==> config.mk <==
export PLATFORM = sky130hd
export DESIGN_NAME = dctd_top
export DESIGN_NICKNAME = d
export VERILOG_FILES = /design/src/dctd_pkg.sv /design/src/dctd_correct.sv /design/src/dctd_top.sv
export SDC_FILE = /design/constraint.sdc
export NUM_CORES = 2
export LEC_CHECK = 0
export BUFFER_PORTS_ARGS = -buffer_cell sky130_fd_sc_hd__clkbuf_2
export CORE_MARGIN = 2
export CORE_UTILIZATION = 60
export CTS_CLUSTER_SIZE = 24
export DETAILED_ROUTE_END_ITERATION = 8
export PLACE_DENSITY = 0.74
export SETUP_SLACK_MARGIN = 0.5
export SLEW_MARGIN = 20
export SYNTH_ARGS = -nofsm -noshare
export SYNTH_HDL_FRONTEND = slang
export SYNTH_SLANG_ARGS = --single-unit
==> constraint.sdc <==
create_clock -name pclk -period 12.3 [get_ports pclk]
set_input_delay 1.23 -clock pclk [delete_from_list [all_inputs] [get_ports pclk]]
set_output_delay 1.23 -clock pclk [all_outputs]
set_load 0.02 [all_outputs]
==> src/dctd_pkg.sv <==
// Constants shared by the level-code trim datapath: register byte offsets,
// address field layout, reset values and word widths.
// Assumes a 32-bit APB slave with one aligned word per register.
package dctd_pkg;

    // Word widths and the comparator set count
    localparam int LEVEL_W      = 16;
    localparam int FORCE_W      = 18;
    localparam int CMP_SETS     = 7;
    localparam int RANGE_SEL_W  = 3;

    // Byte offsets of the trim sets; each set is word, gain, offset
    localparam logic [7:0] OFS_FORCE_WORD   = 8'h00;
    localparam logic [7:0] OFS_FORCE_GAIN   = 8'h04;
    localparam logic [7:0] OFS_FORCE_OFFSET = 8'h08;
    localparam logic [7:0] OFS_CMP_BASE     = 8'h10;
    localparam logic [7:0] OFS_CMP_STRIDE   = 8'h10;
    localparam logic [7:0] OFS_CLAMP_WORD   = 8'h80;
    localparam logic [7:0] OFS_CLAMP_GAIN   = 8'h84;
    localparam logic [7:0] OFS_CLAMP_OFFSET = 8'h88;

    // Byte offsets of the single codes, control and readback
    localparam logic [7:0] OFS_OFFSET_LEVEL = 8'h90;
    localparam logic [7:0] OFS_OPEN_SENSE   = 8'h94;
    localparam logic [7:0] OFS_GROUND_SENSE = 8'h98;
    localparam logic [7:0] OFS_CONTROL      = 8'h9c;
    localparam logic [7:0] OFS_STAT_FORCE   = 8'ha0;
    localparam logic [7:0] OFS_STAT_CMP     = 8'ha4;
    localparam logic [7:0] OFS_STAT_CLAMP   = 8'ha8;

    // Field offsets inside a trim set
    localparam logic [7:0] FLD_WORD   = 8'h00;
    localparam logic [7:0] FLD_GAIN   = 8'h04;
    localparam logic [7:0] FLD_OFFSET = 8'h08;

    // Control register field positions
    localparam int CTRL_GAIN_BIT  = 0;
    localparam int CTRL_RANGE_LSB = 4;

    // Values after reset
    localparam logic [15:0] RST_WORD         = 16'h0000;
    localparam logic [15:0] RST_GAIN         = 16'hffff;
    localparam logic [15:0] RST_OFFSET       = 16'h8000;
    localparam logic [15:0] RST_OFFSET_LEVEL = 16'h8000;
    localparam logic [15:0] RST_OPEN_SENSE   = 16'h0000;
    localparam logic [15:0] RST_GROUND_SENSE = 16'h0000;
    localparam logic        RST_GAIN_TWENTY  = 1'b1;
    localparam logic [2:0]  RST_RANGE_SEL    = 3'h0;

endpackage

==> src/dctd_correct.sv <==
// Gain and offset correction of one requested level word.
// Purely combinational; the caller registers the result.
`timescale 1ns/1ps

module dctd_correct #(
    parameter int OUT_W = 16
) (
    input  wire logic [15:0]      requested_level_word,
    input  wire logic [15:0]      gain_code,
    input  wire logic [15:0]      offset_code,
    output logic      [OUT_W-1:0] corrected_level_word
);

    localparam int EXTRA = OUT_W - 16;
    localparam int SW    = OUT_W + 3;

    logic        [16:0]   gain_plus_one;
    logic        [32:0]   product;
    logic        [OUT_W:0] scaled;
    logic        [SW-1:0] offset_u;
    logic        [SW-1:0] half_u;
    logic        [SW-1:0] limit_u;
    logic signed [SW-1:0] sum_s;

    // Scale by gain plus one over 2^16, keeping EXTRA fraction bits
    assign gain_plus_one = {1'b0, gain_code} + 17'h00001;
    assign product = {17'h00000, requested_level_word}
                   * {16'h0000, gain_plus_one};
    assign scaled  = product[32:16-EXTRA];

    // Offset term is the code less half scale, at output resolution
    assign offset_u = SW'(offset_code) << EXTRA;
    assign half_u   = SW'(1) << (15 + EXTRA);
    assign limit_u  = (SW'(1) << OUT_W) - SW'(1);
    assign sum_s    = signed'(SW'(scaled)) + signed'(offset_u - half_u);

    // Saturate into zero through all ones
    always_comb begin
        if (sum_s < 0) begin
            corrected_level_word = '0;
        end else if (unsigned'(sum_s) > limit_u) begin
            corrected_level_word = '1;
        end else begin
            corrected_level_word = sum_s[OUT_W-1:0];
        end
    end

endmodule

==> src/dctd_top.sv <==
// Level-code trim datapath: trim register file on APB and the corrected
// codes handed to the force, comparator and clamp level converters.
// Assumes an APB master on pclk; zero wait states, pready from a flop.
//
// Chosen here: the APB register port and the register offsets.
`timescale 1ns/1ps

// How it works
// - Each 16-bit corrected code is word times gain plus one over 2^16 plus offset less 2^15; the 18-bit force code is four times that.
// - Every gain trim resets to all ones so an untrimmed word passes unscaled.
// - Every offset trim resets to half scale so the offset term starts at zero.
// - The requested word written by software is 16 bits and is what gets scaled.
// - The force level has exactly one set of word, gain and offset registers.
// - The comparator level has seven sets, one per current range.
// - The clamp level has one shared 16-bit set for all ranges.
// - A 16-bit offset level code is held and driven out to shift the levels.
// - The open-sense level leaves unaffected by the offset level code.
// - A 16-bit ground-sense threshold code is held and driven out.
// - The measure current gain is selectable between ten and twenty.
// - The force path keeps 18 bits so reduced spans keep full resolution.
module dctd_top
    import dctd_pkg::*;
#(
    parameter int ADDR_W = 12
) (
    input  wire logic              pclk,
    input  wire logic              presetn,
    input  wire logic              psel,
    input  wire logic              penable,
    input  wire logic              pwrite,
    input  wire logic [ADDR_W-1:0] paddr,
    input  wire logic [31:0]       pwdata,
    output logic      [31:0]       prdata,
    output logic                   pready,
    output logic                   pslverr,
    output logic      [FORCE_W-1:0] force_level,
    output logic      [LEVEL_W-1:0] comparator_level,
    output logic      [LEVEL_W-1:0] clamp_level,
    output logic      [LEVEL_W-1:0] offset_level_code,
    output logic      [LEVEL_W-1:0] open_sense_level,
    output logic      [LEVEL_W-1:0] ground_sense_level,
    output logic                   measure_gain_twenty
);

    // Trim storage
    logic [15:0] force_word;
    logic [15:0] force_gain;
    logic [15:0] force_offset;
    logic [15:0] cmp_word   [CMP_SETS];
    logic [15:0] cmp_gain   [CMP_SETS];
    logic [15:0] cmp_offset [CMP_SETS];
    logic [15:0] clamp_word;
    logic [15:0] clamp_gain;
    logic [15:0] clamp_offset;
    logic [15:0] offset_level;
    logic [15:0] open_sense;
    logic [15:0] ground_sense;
    logic        gain_twenty;
    logic [2:0]  range_sel;

    // Bus decode
    logic [7:0]  addr;
    logic        upper_zero;
    logic        setup;
    logic        wr_strobe;
    logic [15:0] wdata16;
    logic [3:0]  cmp_slot;
    logic [7:0]  cmp_field;
    logic        in_cmp;
    logic [2:0]  cmp_index;
    logic        hit_cmp_field;
    logic        hit_fixed;
    logic        hit_ro;
    logic        hit_any;

    // Datapath
    logic [2:0]         active_range;
    logic [FORCE_W-1:0] force_corr;
    logic [LEVEL_W-1:0] cmp_corr;
    logic [LEVEL_W-1:0] clamp_corr;
    logic [31:0]        rd_value;
    logic [31:0]        cmp_rd;
    logic [31:0]        fixed_rd;

    // Address split; the comparator sets occupy cmp_slot 0 to 6
    assign addr       = paddr[7:0];
    assign upper_zero = (paddr[ADDR_W-1:8] == '0);
    assign setup      = psel & ~penable;
    assign wr_strobe  = psel & penable & pready & pwrite & ~pslverr;
    assign wdata16    = pwdata[15:0];
    assign cmp_slot   = 4'((addr - OFS_CMP_BASE) >> 4);
    assign cmp_field  = (addr - OFS_CMP_BASE) & (OFS_CMP_STRIDE - 8'h01);
    assign in_cmp     = (addr >= OFS_CMP_BASE) && (addr < OFS_CLAMP_WORD);
    assign cmp_index  = cmp_slot[2:0];
    assign hit_cmp_field = in_cmp && (cmp_field == FLD_WORD ||
                           cmp_field == FLD_GAIN || cmp_field == FLD_OFFSET);
    assign hit_fixed  = (addr == OFS_FORCE_WORD)   ||
                        (addr == OFS_FORCE_GAIN)   ||
                        (addr == OFS_FORCE_OFFSET) ||
                        (addr == OFS_CLAMP_WORD)   ||
                        (addr == OFS_CLAMP_GAIN)   ||
                        (addr == OFS_CLAMP_OFFSET) ||
                        (addr == OFS_OFFSET_LEVEL) ||
                        (addr == OFS_OPEN_SENSE)   ||
                        (addr == OFS_GROUND_SENSE) ||
                        (addr == OFS_CONTROL);
    assign hit_ro     = (addr == OFS_STAT_FORCE) ||
                        (addr == OFS_STAT_CMP)   ||
                        (addr == OFS_STAT_CLAMP);
    assign hit_any    = upper_zero && (addr[1:0] == 2'b00) &&
                        (hit_cmp_field || hit_fixed || hit_ro);

    // Out-of-range selects fall back to the first current range
    assign active_range = (range_sel < RANGE_SEL_W'(CMP_SETS)) ?
                          range_sel : 3'h0;

    // Correction units; the force path carries two extra bits
    dctd_correct #(.OUT_W(FORCE_W)) u_force (
        .requested_level_word (force_word),
        .gain_code            (force_gain),
        .offset_code          (force_offset),
        .corrected_level_word (force_corr)
    );

    dctd_correct #(.OUT_W(LEVEL_W)) u_cmp (
        .requested_level_word (cmp_word[active_range]),
        .gain_code            (cmp_gain[active_range]),
        .offset_code          (cmp_offset[active_range]),
        .corrected_level_word (cmp_corr)
    );

    dctd_correct #(.OUT_W(LEVEL_W)) u_clamp (
        .requested_level_word (clamp_word),
        .gain_code            (clamp_gain),
        .offset_code          (clamp_offset),
        .corrected_level_word (clamp_corr)
    );

    // Read selection for the comparator sets
    assign cmp_rd = (cmp_field == FLD_WORD) ? {16'h0000, cmp_word[cmp_index]} :
                    (cmp_field == FLD_GAIN) ? {16'h0000, cmp_gain[cmp_index]} :
                    {16'h0000, cmp_offset[cmp_index]};

    // Read selection for the single registers and readback
    always_comb begin
        fixed_rd = 32'h00000000;
        unique case (addr)
            OFS_FORCE_WORD:   fixed_rd = {16'h0000, force_word};
            OFS_FORCE_GAIN:   fixed_rd = {16'h0000, force_gain};
            OFS_FORCE_OFFSET: fixed_rd = {16'h0000, force_offset};
            OFS_CLAMP_WORD:   fixed_rd = {16'h0000, clamp_word};
            OFS_CLAMP_GAIN:   fixed_rd = {16'h0000, clamp_gain};
            OFS_CLAMP_OFFSET: fixed_rd = {16'h0000, clamp_offset};
            OFS_OFFSET_LEVEL: fixed_rd = {16'h0000, offset_level};
            OFS_OPEN_SENSE:   fixed_rd = {16'h0000, open_sense};
            OFS_GROUND_SENSE: fixed_rd = {16'h0000, ground_sense};
            OFS_CONTROL: begin
                fixed_rd[CTRL_GAIN_BIT] = gain_twenty;
                fixed_rd[CTRL_RANGE_LSB +: 3] = range_sel;
            end
            OFS_STAT_FORCE:   fixed_rd = {14'h0000, force_level};
            OFS_STAT_CMP:     fixed_rd = {16'h0000, comparator_level};
            OFS_STAT_CLAMP:   fixed_rd = {16'h0000, clamp_level};
            default:          fixed_rd = 32'h00000000;
        endcase
    end

    assign rd_value = !hit_any      ? 32'h00000000 :
                      hit_cmp_field ? cmp_rd : fixed_rd;

    // APB answer: ready in the access phase, error on unmapped or on writes to read-only
    always_ff @(posedge pclk or negedge presetn) begin
        if (!presetn) begin
            pready  <= 1'b0;
            pslverr <= 1'b0;
            prdata  <= 32'h00000000;
        end else begin
            pready  <= setup;
            pslverr <= setup & (~hit_any | (pwrite & hit_ro));
            prdata  <= (setup & ~pwrite) ? rd_value : 32'h00000000;
        end
    end

    // Force trim set, a single one
    always_ff @(posedge pclk or negedge presetn) begin
        if (!presetn) begin
            force_word   <= RST_WORD;
            force_gain   <= RST_GAIN;
            force_offset <= RST_OFFSET;
        end else if (wr_strobe) begin
            if (addr == OFS_FORCE_WORD)   force_word   <= wdata16;
            if (addr == OFS_FORCE_GAIN)   force_gain   <= wdata16;
            if (addr == OFS_FORCE_OFFSET) force_offset <= wdata16;
        end
    end

    // Comparator trim sets, one per current range
    for (genvar g = 0; g < CMP_SETS; g++) begin : g_cmp
        logic sel;
        assign sel = wr_strobe & hit_cmp_field & (cmp_index == 3'(g));
        always_ff @(posedge pclk or negedge presetn) begin
            if (!presetn) begin
                cmp_word[g]   <= RST_WORD;
                cmp_gain[g]   <= RST_GAIN;
                cmp_offset[g] <= RST_OFFSET;
            end else if (sel) begin
                if (cmp_field == FLD_WORD)   cmp_word[g]   <= wdata16;
                if (cmp_field == FLD_GAIN)   cmp_gain[g]   <= wdata16;
                if (cmp_field == FLD_OFFSET) cmp_offset[g] <= wdata16;
            end
        end
    end

    // Clamp trim set, shared across all ranges
    always_ff @(posedge pclk or negedge presetn) begin
        if (!presetn) begin
            clamp_word   <= RST_WORD;
            clamp_gain   <= RST_GAIN;
            clamp_offset <= RST_OFFSET;
        end else if (wr_strobe) begin
            if (addr == OFS_CLAMP_WORD)   clamp_word   <= wdata16;
            if (addr == OFS_CLAMP_GAIN)   clamp_gain   <= wdata16;
            if (addr == OFS_CLAMP_OFFSET) clamp_offset <= wdata16;
        end
    end

    // Single codes and control
    always_ff @(posedge pclk or negedge presetn) begin
        if (!presetn) begin
            offset_level <= RST_OFFSET_LEVEL;
            open_sense   <= RST_OPEN_SENSE;
            ground_sense <= RST_GROUND_SENSE;
            gain_twenty  <= RST_GAIN_TWENTY;
            range_sel    <= RST_RANGE_SEL;
        end else if (wr_strobe) begin
            if (addr == OFS_OFFSET_LEVEL) offset_level <= wdata16;
            if (addr == OFS_OPEN_SENSE)   open_sense   <= wdata16;
            if (addr == OFS_GROUND_SENSE) ground_sense <= wdata16;
            if (addr == OFS_CONTROL) begin
                gain_twenty <= pwdata[CTRL_GAIN_BIT];
                range_sel   <= pwdata[CTRL_RANGE_LSB +: 3];
            end
        end
    end

    // Registered level outputs; open sense bypasses the offset level code
    always_ff @(posedge pclk or negedge presetn) begin
        if (!presetn) begin
            force_level         <= '0;
            comparator_level    <= '0;
            clamp_level         <= '0;
            offset_level_code   <= RST_OFFSET_LEVEL;
            open_sense_level    <= RST_OPEN_SENSE;
            ground_sense_level  <= RST_GROUND_SENSE;
            measure_gain_twenty <= RST_GAIN_TWENTY;
        end else begin
            force_level         <= force_corr;
            comparator_level    <= cmp_corr;
            clamp_level         <= clamp_corr;
            offset_level_code   <= offset_level;
            open_sense_level    <= open_sense;
            ground_sense_level  <= ground_sense;
            measure_gain_twenty <= gain_twenty;
        end
    end

endmodule

## Word level (Yosys, flattened, before mapping)

Index checks and enable logic that the tools add are counted.

- Add/subtract/negate cells: 10
- $mul: 3
- Divide/modulo/power cells: 0
- Magnitude comparators: 11
- Equal/unequal tests: 20
- Shifts and indexed selects: 0
- Mux-type cells: 34
- Bitwise gates (word level): 23
- Reduce and logical (&&, ||, !) cells: 55

Operators by type and width:

| cell | count |
|---|---|
| 16-bit binary-select mux with 3-bit select | 6 |
| 16-bit two-way mux | 18 |
| 11-bit case mux with 12 select lines | 1 |
| 16-bit by 17-bit multiplier with 33-bit output | 3 |
| 32-bit two-way mux | 3 |
| 8-bit equality test, second input constant | 10 |
| 2-bit AND reduction | 31 |
| 16-bit by 1-bit adder with 17-bit output, second input constant | 3 |
| 3-bit case mux with 13 select lines | 1 |
| 18-bit by 17-bit adder with 19-bit output | 2 |
| 19-bit by 16-bit > comparator with 1-bit output, second input constant | 2 |
| 19-bit by 1-bit less-than comparator with 1-bit output, second input constant | 2 |
| 18-bit two-way mux | 2 |
| 3-bit case mux with 12 select lines | 1 |
| 16-bit by 16-bit subtractor with 17-bit output, second input constant | 2 |
| 20-bit by 19-bit adder with 21-bit output | 1 |
| 21-bit by 18-bit > comparator with 1-bit output, second input constant | 1 |
| 21-bit by 1-bit less-than comparator with 1-bit output, second input constant | 1 |
| 18-bit by 18-bit subtractor with 19-bit output, second input constant | 1 |
| 1-bit bitwise AND | 16 |
| 8-bit zero test | 2 |
| 1-bit logical OR | 15 |
| 1-bit case mux with 13 select lines | 1 |
| 3-bit equality test, second input constant | 3 |
| 19 further kinds | 28 |

- Register bits after elaboration: 617
- Latch bits: 0
- Bits in writable memories: 0
- Bits in read-only memories: 0
- Input port bits: 49
- Output and inout bits: 133
- Word-level logic and storage cells: 198
- Memories: 0

## Longest topological paths before layout

- Word-level depth: 16
- Depth in mapped cells: 47
- Mapped depth without buffers: 41

## Hierarchy

From an unflattened synthesis, not the netlist that was laid out.

- Cell total of the unflattened synthesis: 5,688
- Area, all modules: 59,749.8 um^2

Modules (own cells, without submodules):

| module | times used | cells an instance | area an instance (um^2) | sequential area each (um^2) |
|---|---|---|---|---|
| dctd_top | 1 | 2,244 | 29,972.5 | 15,285.9 |
| dctd_correct (u_cmp) | 1 | 1,175 | 10,049.6 | 0.0 |
| dctd_correct (u_clamp) | 1 | 1,140 | 9,864.5 | 0.0 |
| dctd_correct (u_force) | 1 | 1,129 | 9,863.2 | 0.0 |

## Worst setup path before layout

Ideal clock, no wire load.

- Path type: reg-to-reg
- Start point: reg range_sel[1]
- End point: reg comparator_level[10]
- Setup time: 142 ps
- Data arrival time: 10,313 ps
- Required time: 12,158 ps
- Setup slack: 1,845 ps
- Stages on the path, launching flop included: 44
- Buffers on the path: 4
- Period minus slack after synthesis: 10,455 ps
- Cells stage by stage: dfrtp_1 > buf_4 > buf_4 > a21bo_2 > a31o_1 > mux4_2 > inv_1 > ha_1 > nor2b_1 > and3b_1 > nand3b_1 > xor2_1 > clkbuf_1 > nand2_1 > fa_1 > fa_1 > inv_1 > fa_1 > (+8 left out) > a32o_1 > nor4_1 > a211oi_1 > o21ai_1 > o21bai_1 > a21oi_1 > xnor2_1 > ha_1 > a21o_1 > a21oi_1 > nor2b_1 > o21ai_0 > nor2b_1 > a21oi_1 > o21a_1 > o32ai_1 > clkbuf_1 > a211oi_1

- Cells in the longest elaborated chain, start to end: 12
- Elaborated cells between the ends (all ways): 20
- Those cells by class: add/sub: 3; mul: 1; order compare: 3; mux: 12; bitwise: 1

Ends and longest elaborated chain:

| what | RTL line | RTL |
|---|---|---|
| start: declaration | dctd_top.sv:59 | `logic [2:0] range_sel;` |
| start signal: assignment | dctd_top.sv:241 | `range_sel <= pwdata[CTRL_RANGE_LSB +: 3];` |
| 3-bit less-than comparator | dctd_top.sv:114 | `assign active_range = (range_sel < RANGE_SEL_W'(CMP_SETS)) ?` |
| 3-bit two-way mux * | dctd_top.sv:114 |  |
| 3-bit NOT with 4-bit output (not written as such) * | dctd_top.sv:126, dctd_top.sv:127, dctd_top.sv:128 |  |
| 16-bit binary-select mux with 3-bit select | dctd_top.sv:127 | `.gain_code (cmp_gain[active_range]),` |
| 16-bit two-way mux (not written as such) (2 in a row) | dctd_top.sv:127 |  |
| 16-bit by 1-bit adder with 17-bit output | dctd_correct.sv:26 | `assign gain_plus_one = {1'b0, gain_code} + 17'h00001;` |
| 16-bit by 17-bit multiplier with 33-bit output | dctd_correct.sv:28 | `* {16'h0000, gain_plus_one};` |
| 18-bit by 17-bit adder with 19-bit output * | dctd_correct.sv:35 | `assign sum_s = signed'(SW'(scaled)) + signed'(offset_u - half_u);` |
| 19-bit by 16-bit > comparator with 1-bit output | dctd_correct.sv:41 | `end else if (unsigned'(sum_s) > limit_u) begin` |
| 16-bit two-way mux | dctd_correct.sv:41 |  |
| 16-bit two-way mux * | dctd_correct.sv:39 | `if (sum_s < 0) begin` |
| net cmp_corr[10] | dctd_top.sv:79 | `logic [LEVEL_W-1:0] cmp_corr;` |
| end signal: assignment | dctd_top.sv:258 | `comparator_level <= cmp_corr;` |
| end: declaration | dctd_top.sv:37 | `output logic [LEVEL_W-1:0] comparator_level,` |

Mark *: on every way through the listed nets, which the timed path passes. The rest lies on a longest branch. The select of a mux whose other input is x is not followed.
A chain may end at the register's enable or synchronous reset.

## Worst setup path after layout

- Start point: reg range_sel[1]
- End point: reg comparator_level[4]

Same word-level chain as after synthesis.

==> out/results.md <==
| Group | Result | Value |
|:---|:---|:---|
| floorplanning | Overall die height | 313 um |
| sta | Post-route setup TNS | 0 ps |
| clock network | Maximum buffer depth of the clock tree | 3 |
| clock network | Cts bufs inserted | 58 |
| critical path | Critical Path Fanout Max | 21 |
| route | Mean routed wirelength per cell | 25.2 um |
| clock network | TritonCTS sink count | 603 |
| clock network | Hold-fix buffer count after cts | 0 |
| critical path | Biggest cell delay along the critical path | 620 ps |
| logic synthesis | Share of flip-flops with an asynchronous set or reset after synthesis | 100% |
| logic synthesis | Most instantiated library cell after synthesis | sky130_fd_sc_hd__inv_1 |
| clock network | Skew-Pair Late Insertion Delay | 660 ps |
| hold path | Class of the most critical hold timing path | reg2reg |
| critical path | Cell mode on critical path | sky130_fd_sc_hd__fa_1 |
| sta | Final Hold Vio Count | 0 |
| global routing | GRT met3 Usage | 8.12% |
| power | Power density normalized to cell area | 66.6 mW/mm2 |
| sta | Period minus WS final | 11,350 ps |
| clock network | Clock tree root buffer cell | sky130_fd_sc_hd__clkbuf_16 |
| logic synthesis | Library cell occupying the most area in the post-synthesis netlist | sky130_fd_sc_hd__fa_1 |
| floorplanning | Die X | 313 um |
| flow run | Total of max-cap violations | 0 |
| sta | Unrepaired setup endpoints after global routing | false |
| logic synthesis | Average cell area after synthesis | 10.5 um2 |
| sta | Setup slack of the critical path after layout | 949 ps |
| sta | Part of the cycle the worst path needs | 92.3% |
| clock network | Clock-pin slew of the registers on the worst-case setup and hold paths | 70 ps |
| critical path | Slowest cell on the critical path | sky130_fd_sc_hd__dfrtp_4 |
| global routing | Met1 layer usage reported by global route | 45.0% |
| logic synthesis | Leading register cell type out of synthesis | sky130_fd_sc_hd__dfrtp_1 |
| global routing | Busiest grt layer | met2 |
| floorplanning | Placeable core region | 0.0949 mm2 |
| logic synthesis | Most frequent cells after synthesis | 759 x sky130_fd_sc_hd__inv_1, 637 x sky130_fd_sc_hd__nand2_1, 624 x sky130_fd_sc_hd__fa_1 |
| logic synthesis | Count of flip-flops with a built-in enable after synthesis | 0 |
| route | DRT Wirelength | 172,000 um |
| logic synthesis | Register bit total from synthesis | 603 |
| floorplanning | Starting density of the core | 60.5% |
| global routing | Number of antenna violations at the first check in global routing | 7 |
| logic synthesis | Instance count of the mapped netlist | 5,486 |
| global routing | Largest net degree at the start of global routing | 184 |
| placement | Port Buf Inserts | 151 |
| sta | Worst Max-Slew Pin Slew | 1210 ps |
| route | Number of nets with antenna violations after detailed routing | 0 |
| critical path | Critical path arrival | 11,830 ps |
| placement | Worst slack at placement | 578 ps |
| critical path | Start-to-end type of the worst setup path | reg2reg |
| cells and area | Filler-free cell count of the finished design | 6,843 |
| logic synthesis | Largest cells by area after synthesis | sky130_fd_sc_hd__fa_1 22%, sky130_fd_sc_hd__dfrtp_1 19%, sky130_fd_sc_hd__mux2_2 11% |
| power | Leakage dissipation | 30.0 nW |
| global routing | Global-route wire length before repair | 264,000 um |
| logic synthesis | Yosys warns | 0 |
| route | Count of routing violations after the opening detailed-route iteration | 4,508 |
| sta | Max-slew headroom at the worst pin | 19.0% |
| cells and area | Final Util | 65.2% |
| floorplanning | Die area | 0.0982 mm2 |
| floorplanning | Site Rows | 113 |
| floorplanning | I/O Pins | 182 |
| power | Overall power | 4.12 mW |
| global routing | All-Layer GR Usage | 35.4% |
| sta | Count of endpoints failing setup in the final report | 0 |
| logic synthesis | Number of distinct library cells after synthesis | 86 |
| placement | Half-perimeter wire length of the detailed placement result | 123,000 um |
| cells and area | Area Growth Syn to Fin | 7.75% |
| sta | Final-report max-slew violation count | 0 |
| global routing | Number of global-route vias before repair | 44,890 |
| critical path | Worst path required time | 12,780 ps |
| global routing | Total congestion overflow after global routing | 0 |
| sta | Worst slack on hold paths | 410 ps |
| route | First-pass iteration count of the detailed router | 9 |
| route | Post-detailed-route DRC marker count | 0 |
| placement | Number of cells after detailed placement | 6,720 |
| clock network | CTS H-Tree Depth | 2 |
| cells and area | Number of nets in the layout | 6,564 |
| cells and area | Ratio of cells with drive above 1 in the final layout | 22.6% |
| run status | Run status | completed |
| critical path | Type of element capturing the critical path | flip-flop |
| global routing | Met2 routing resource usage after global routing | 56.1% |
| sta | Final setup skew | 28.4 ps |
| clock network | TritonCTS clock tree | built |
| power | Maximum vdd ir drop | 0.000122 V |
| route | Via count | 43,223 |
| placement | GP Congestion | 0.956 |
| logic synthesis | Synthesized cell area | 0.0574 mm2 |
| route | Mean number of vias per cell | 6.32 |
| sta | Fmax | 0.0881 GHz |
| placement | Placed inst area | 0.0596 mm2 |
| cells and area | Non-Filler Cell Area, Final | 0.0619 mm2 |
| critical path | Startpoint class of the critical path | flip-flop |
| logic synthesis | Share of the synthesized area in the top cell type | 21.8% |
| logic synthesis | Seq/Total Area, Yosys | 26.6% |
==> cell usage in the layout, fill, tap and decap left out, drive strengths merged, types with 43 or more instances in the layout <==
cell type / netlist / final
mux2: 541 / 541
xor2: 47 / 47
o21ai: 98 / 98
nand2: 637 / 637
ha: 369 / 369
xnor2: 96 / 96
buf: 91 / 140
mux2i: 70 / 70
clkbuf: 235 / 238
inv: 759 / 760
a211oi: 49 / 49
nor3: 48 / 48
fa: 624 / 624
dfstp: 157 / 157
a21oi: 120 / 120
mux4: 106 / 106
dfrtp: 446 / 446
nor2b: 61 / 61
a221oi: 43 / 43
and2: 183 / 183
nor2: 242 / 242
nand3: 54 / 54
==> flip-flops by register name, indices dropped and copies added, names as in the netlist, 18 cells and up <==
register and count:
prdata 18, cmp_gain 112, cmp_word 112, cmp_offset 112
force_level 18
==> per-layer routing <==
metal	vias up	part of all wire, %
met4	8	6.7
met3	607	11
met2	2377	46
met5	-	0.033
met1	22034	37
li1	18197	-
==> kinds of logic (layout without fill, tap and decap cells) <==
family / count (synthesis) / after routing / synth area share (%)
AND/OR/NAND/NOR: 1335 / 1335 / 10.7
buffers and inverters: 1086 / 1159 / 7.37
adder cells (fa/ha/maj): 993 / 993 / 29.8
multiplexers: 717 / 717 / 16.0
AO/OA/AOI/OAI: 608 / 608 / 7.32
flip-flops: 603 / 603 / 26.6
XOR/XNOR: 143 / 143 / 2.21
other: 1 / 20 / 0.00653
==> final cells by class <==
cell class | instances | area (um2)
fill | 7372 | 33000
clock inverter | 21 | 221
antenna | 6 | 15.0
multi-input combinational | 3810 | 38200
tap | 1265 | 1580
sequential | 603 | 15300
timing repair buffer | 289 | 1920
inverter | 760 | 2850
clock buffer | 89 | 1800
==> power breakdown <==
group	internal, mW	switching (mW)	leakage [nW]	total (mW)
sequential	1.99	0.00769	7.84	2.00
combinational	0.0443	0.157	21.2	0.201
clock	1.09	0.825	0.992	1.92
==> repair_timing <==
action                                 in CTS  in global routing
endpoints found under the hold margin       0                  0
buffers inserted                            0                  7
setup endpoints to repair                   0                 16
gates resized for setup                     0                 10
==> path summary, 6_finish.rpt <==
path                       cells after the start                         from  slack [ps]                         endpoint
max reg2reg                                   40     range_sel[1]$_DFFE_PN0P_         950    comparator_level[4]$_DFF_PN0_
max                                           40     range_sel[1]$_DFFE_PN0P_         950    comparator_level[4]$_DFF_PN0_
min in group asynchronous                      1                      presetn         660       cmp_offset[54]$_DFFE_PN0P_
min reg2reg                                    0  ground_sense[2]$_DFFE_PN0P_         410  ground_sense_level[2]$_DFF_PN0_
min                                            0  ground_sense[2]$_DFFE_PN0P_         410  ground_sense_level[2]$_DFF_PN0_
max in group asynchronous                      3                      presetn        9190         range_sel[2]$_DFFE_PN0P_
==> critical path: cells and delay by family (launching register included) <==
family	cells	cell delay [ps]
adders and majority gates	9	4110
AOI/OAI and AO/OA	13	2800
and+or+nand+nor	8	1470
xor gates and xnor gates	2	860
buffers and inverters	7	670
DFF	1	620
muxes	1	620
Power figures use the tool's default switching activity.
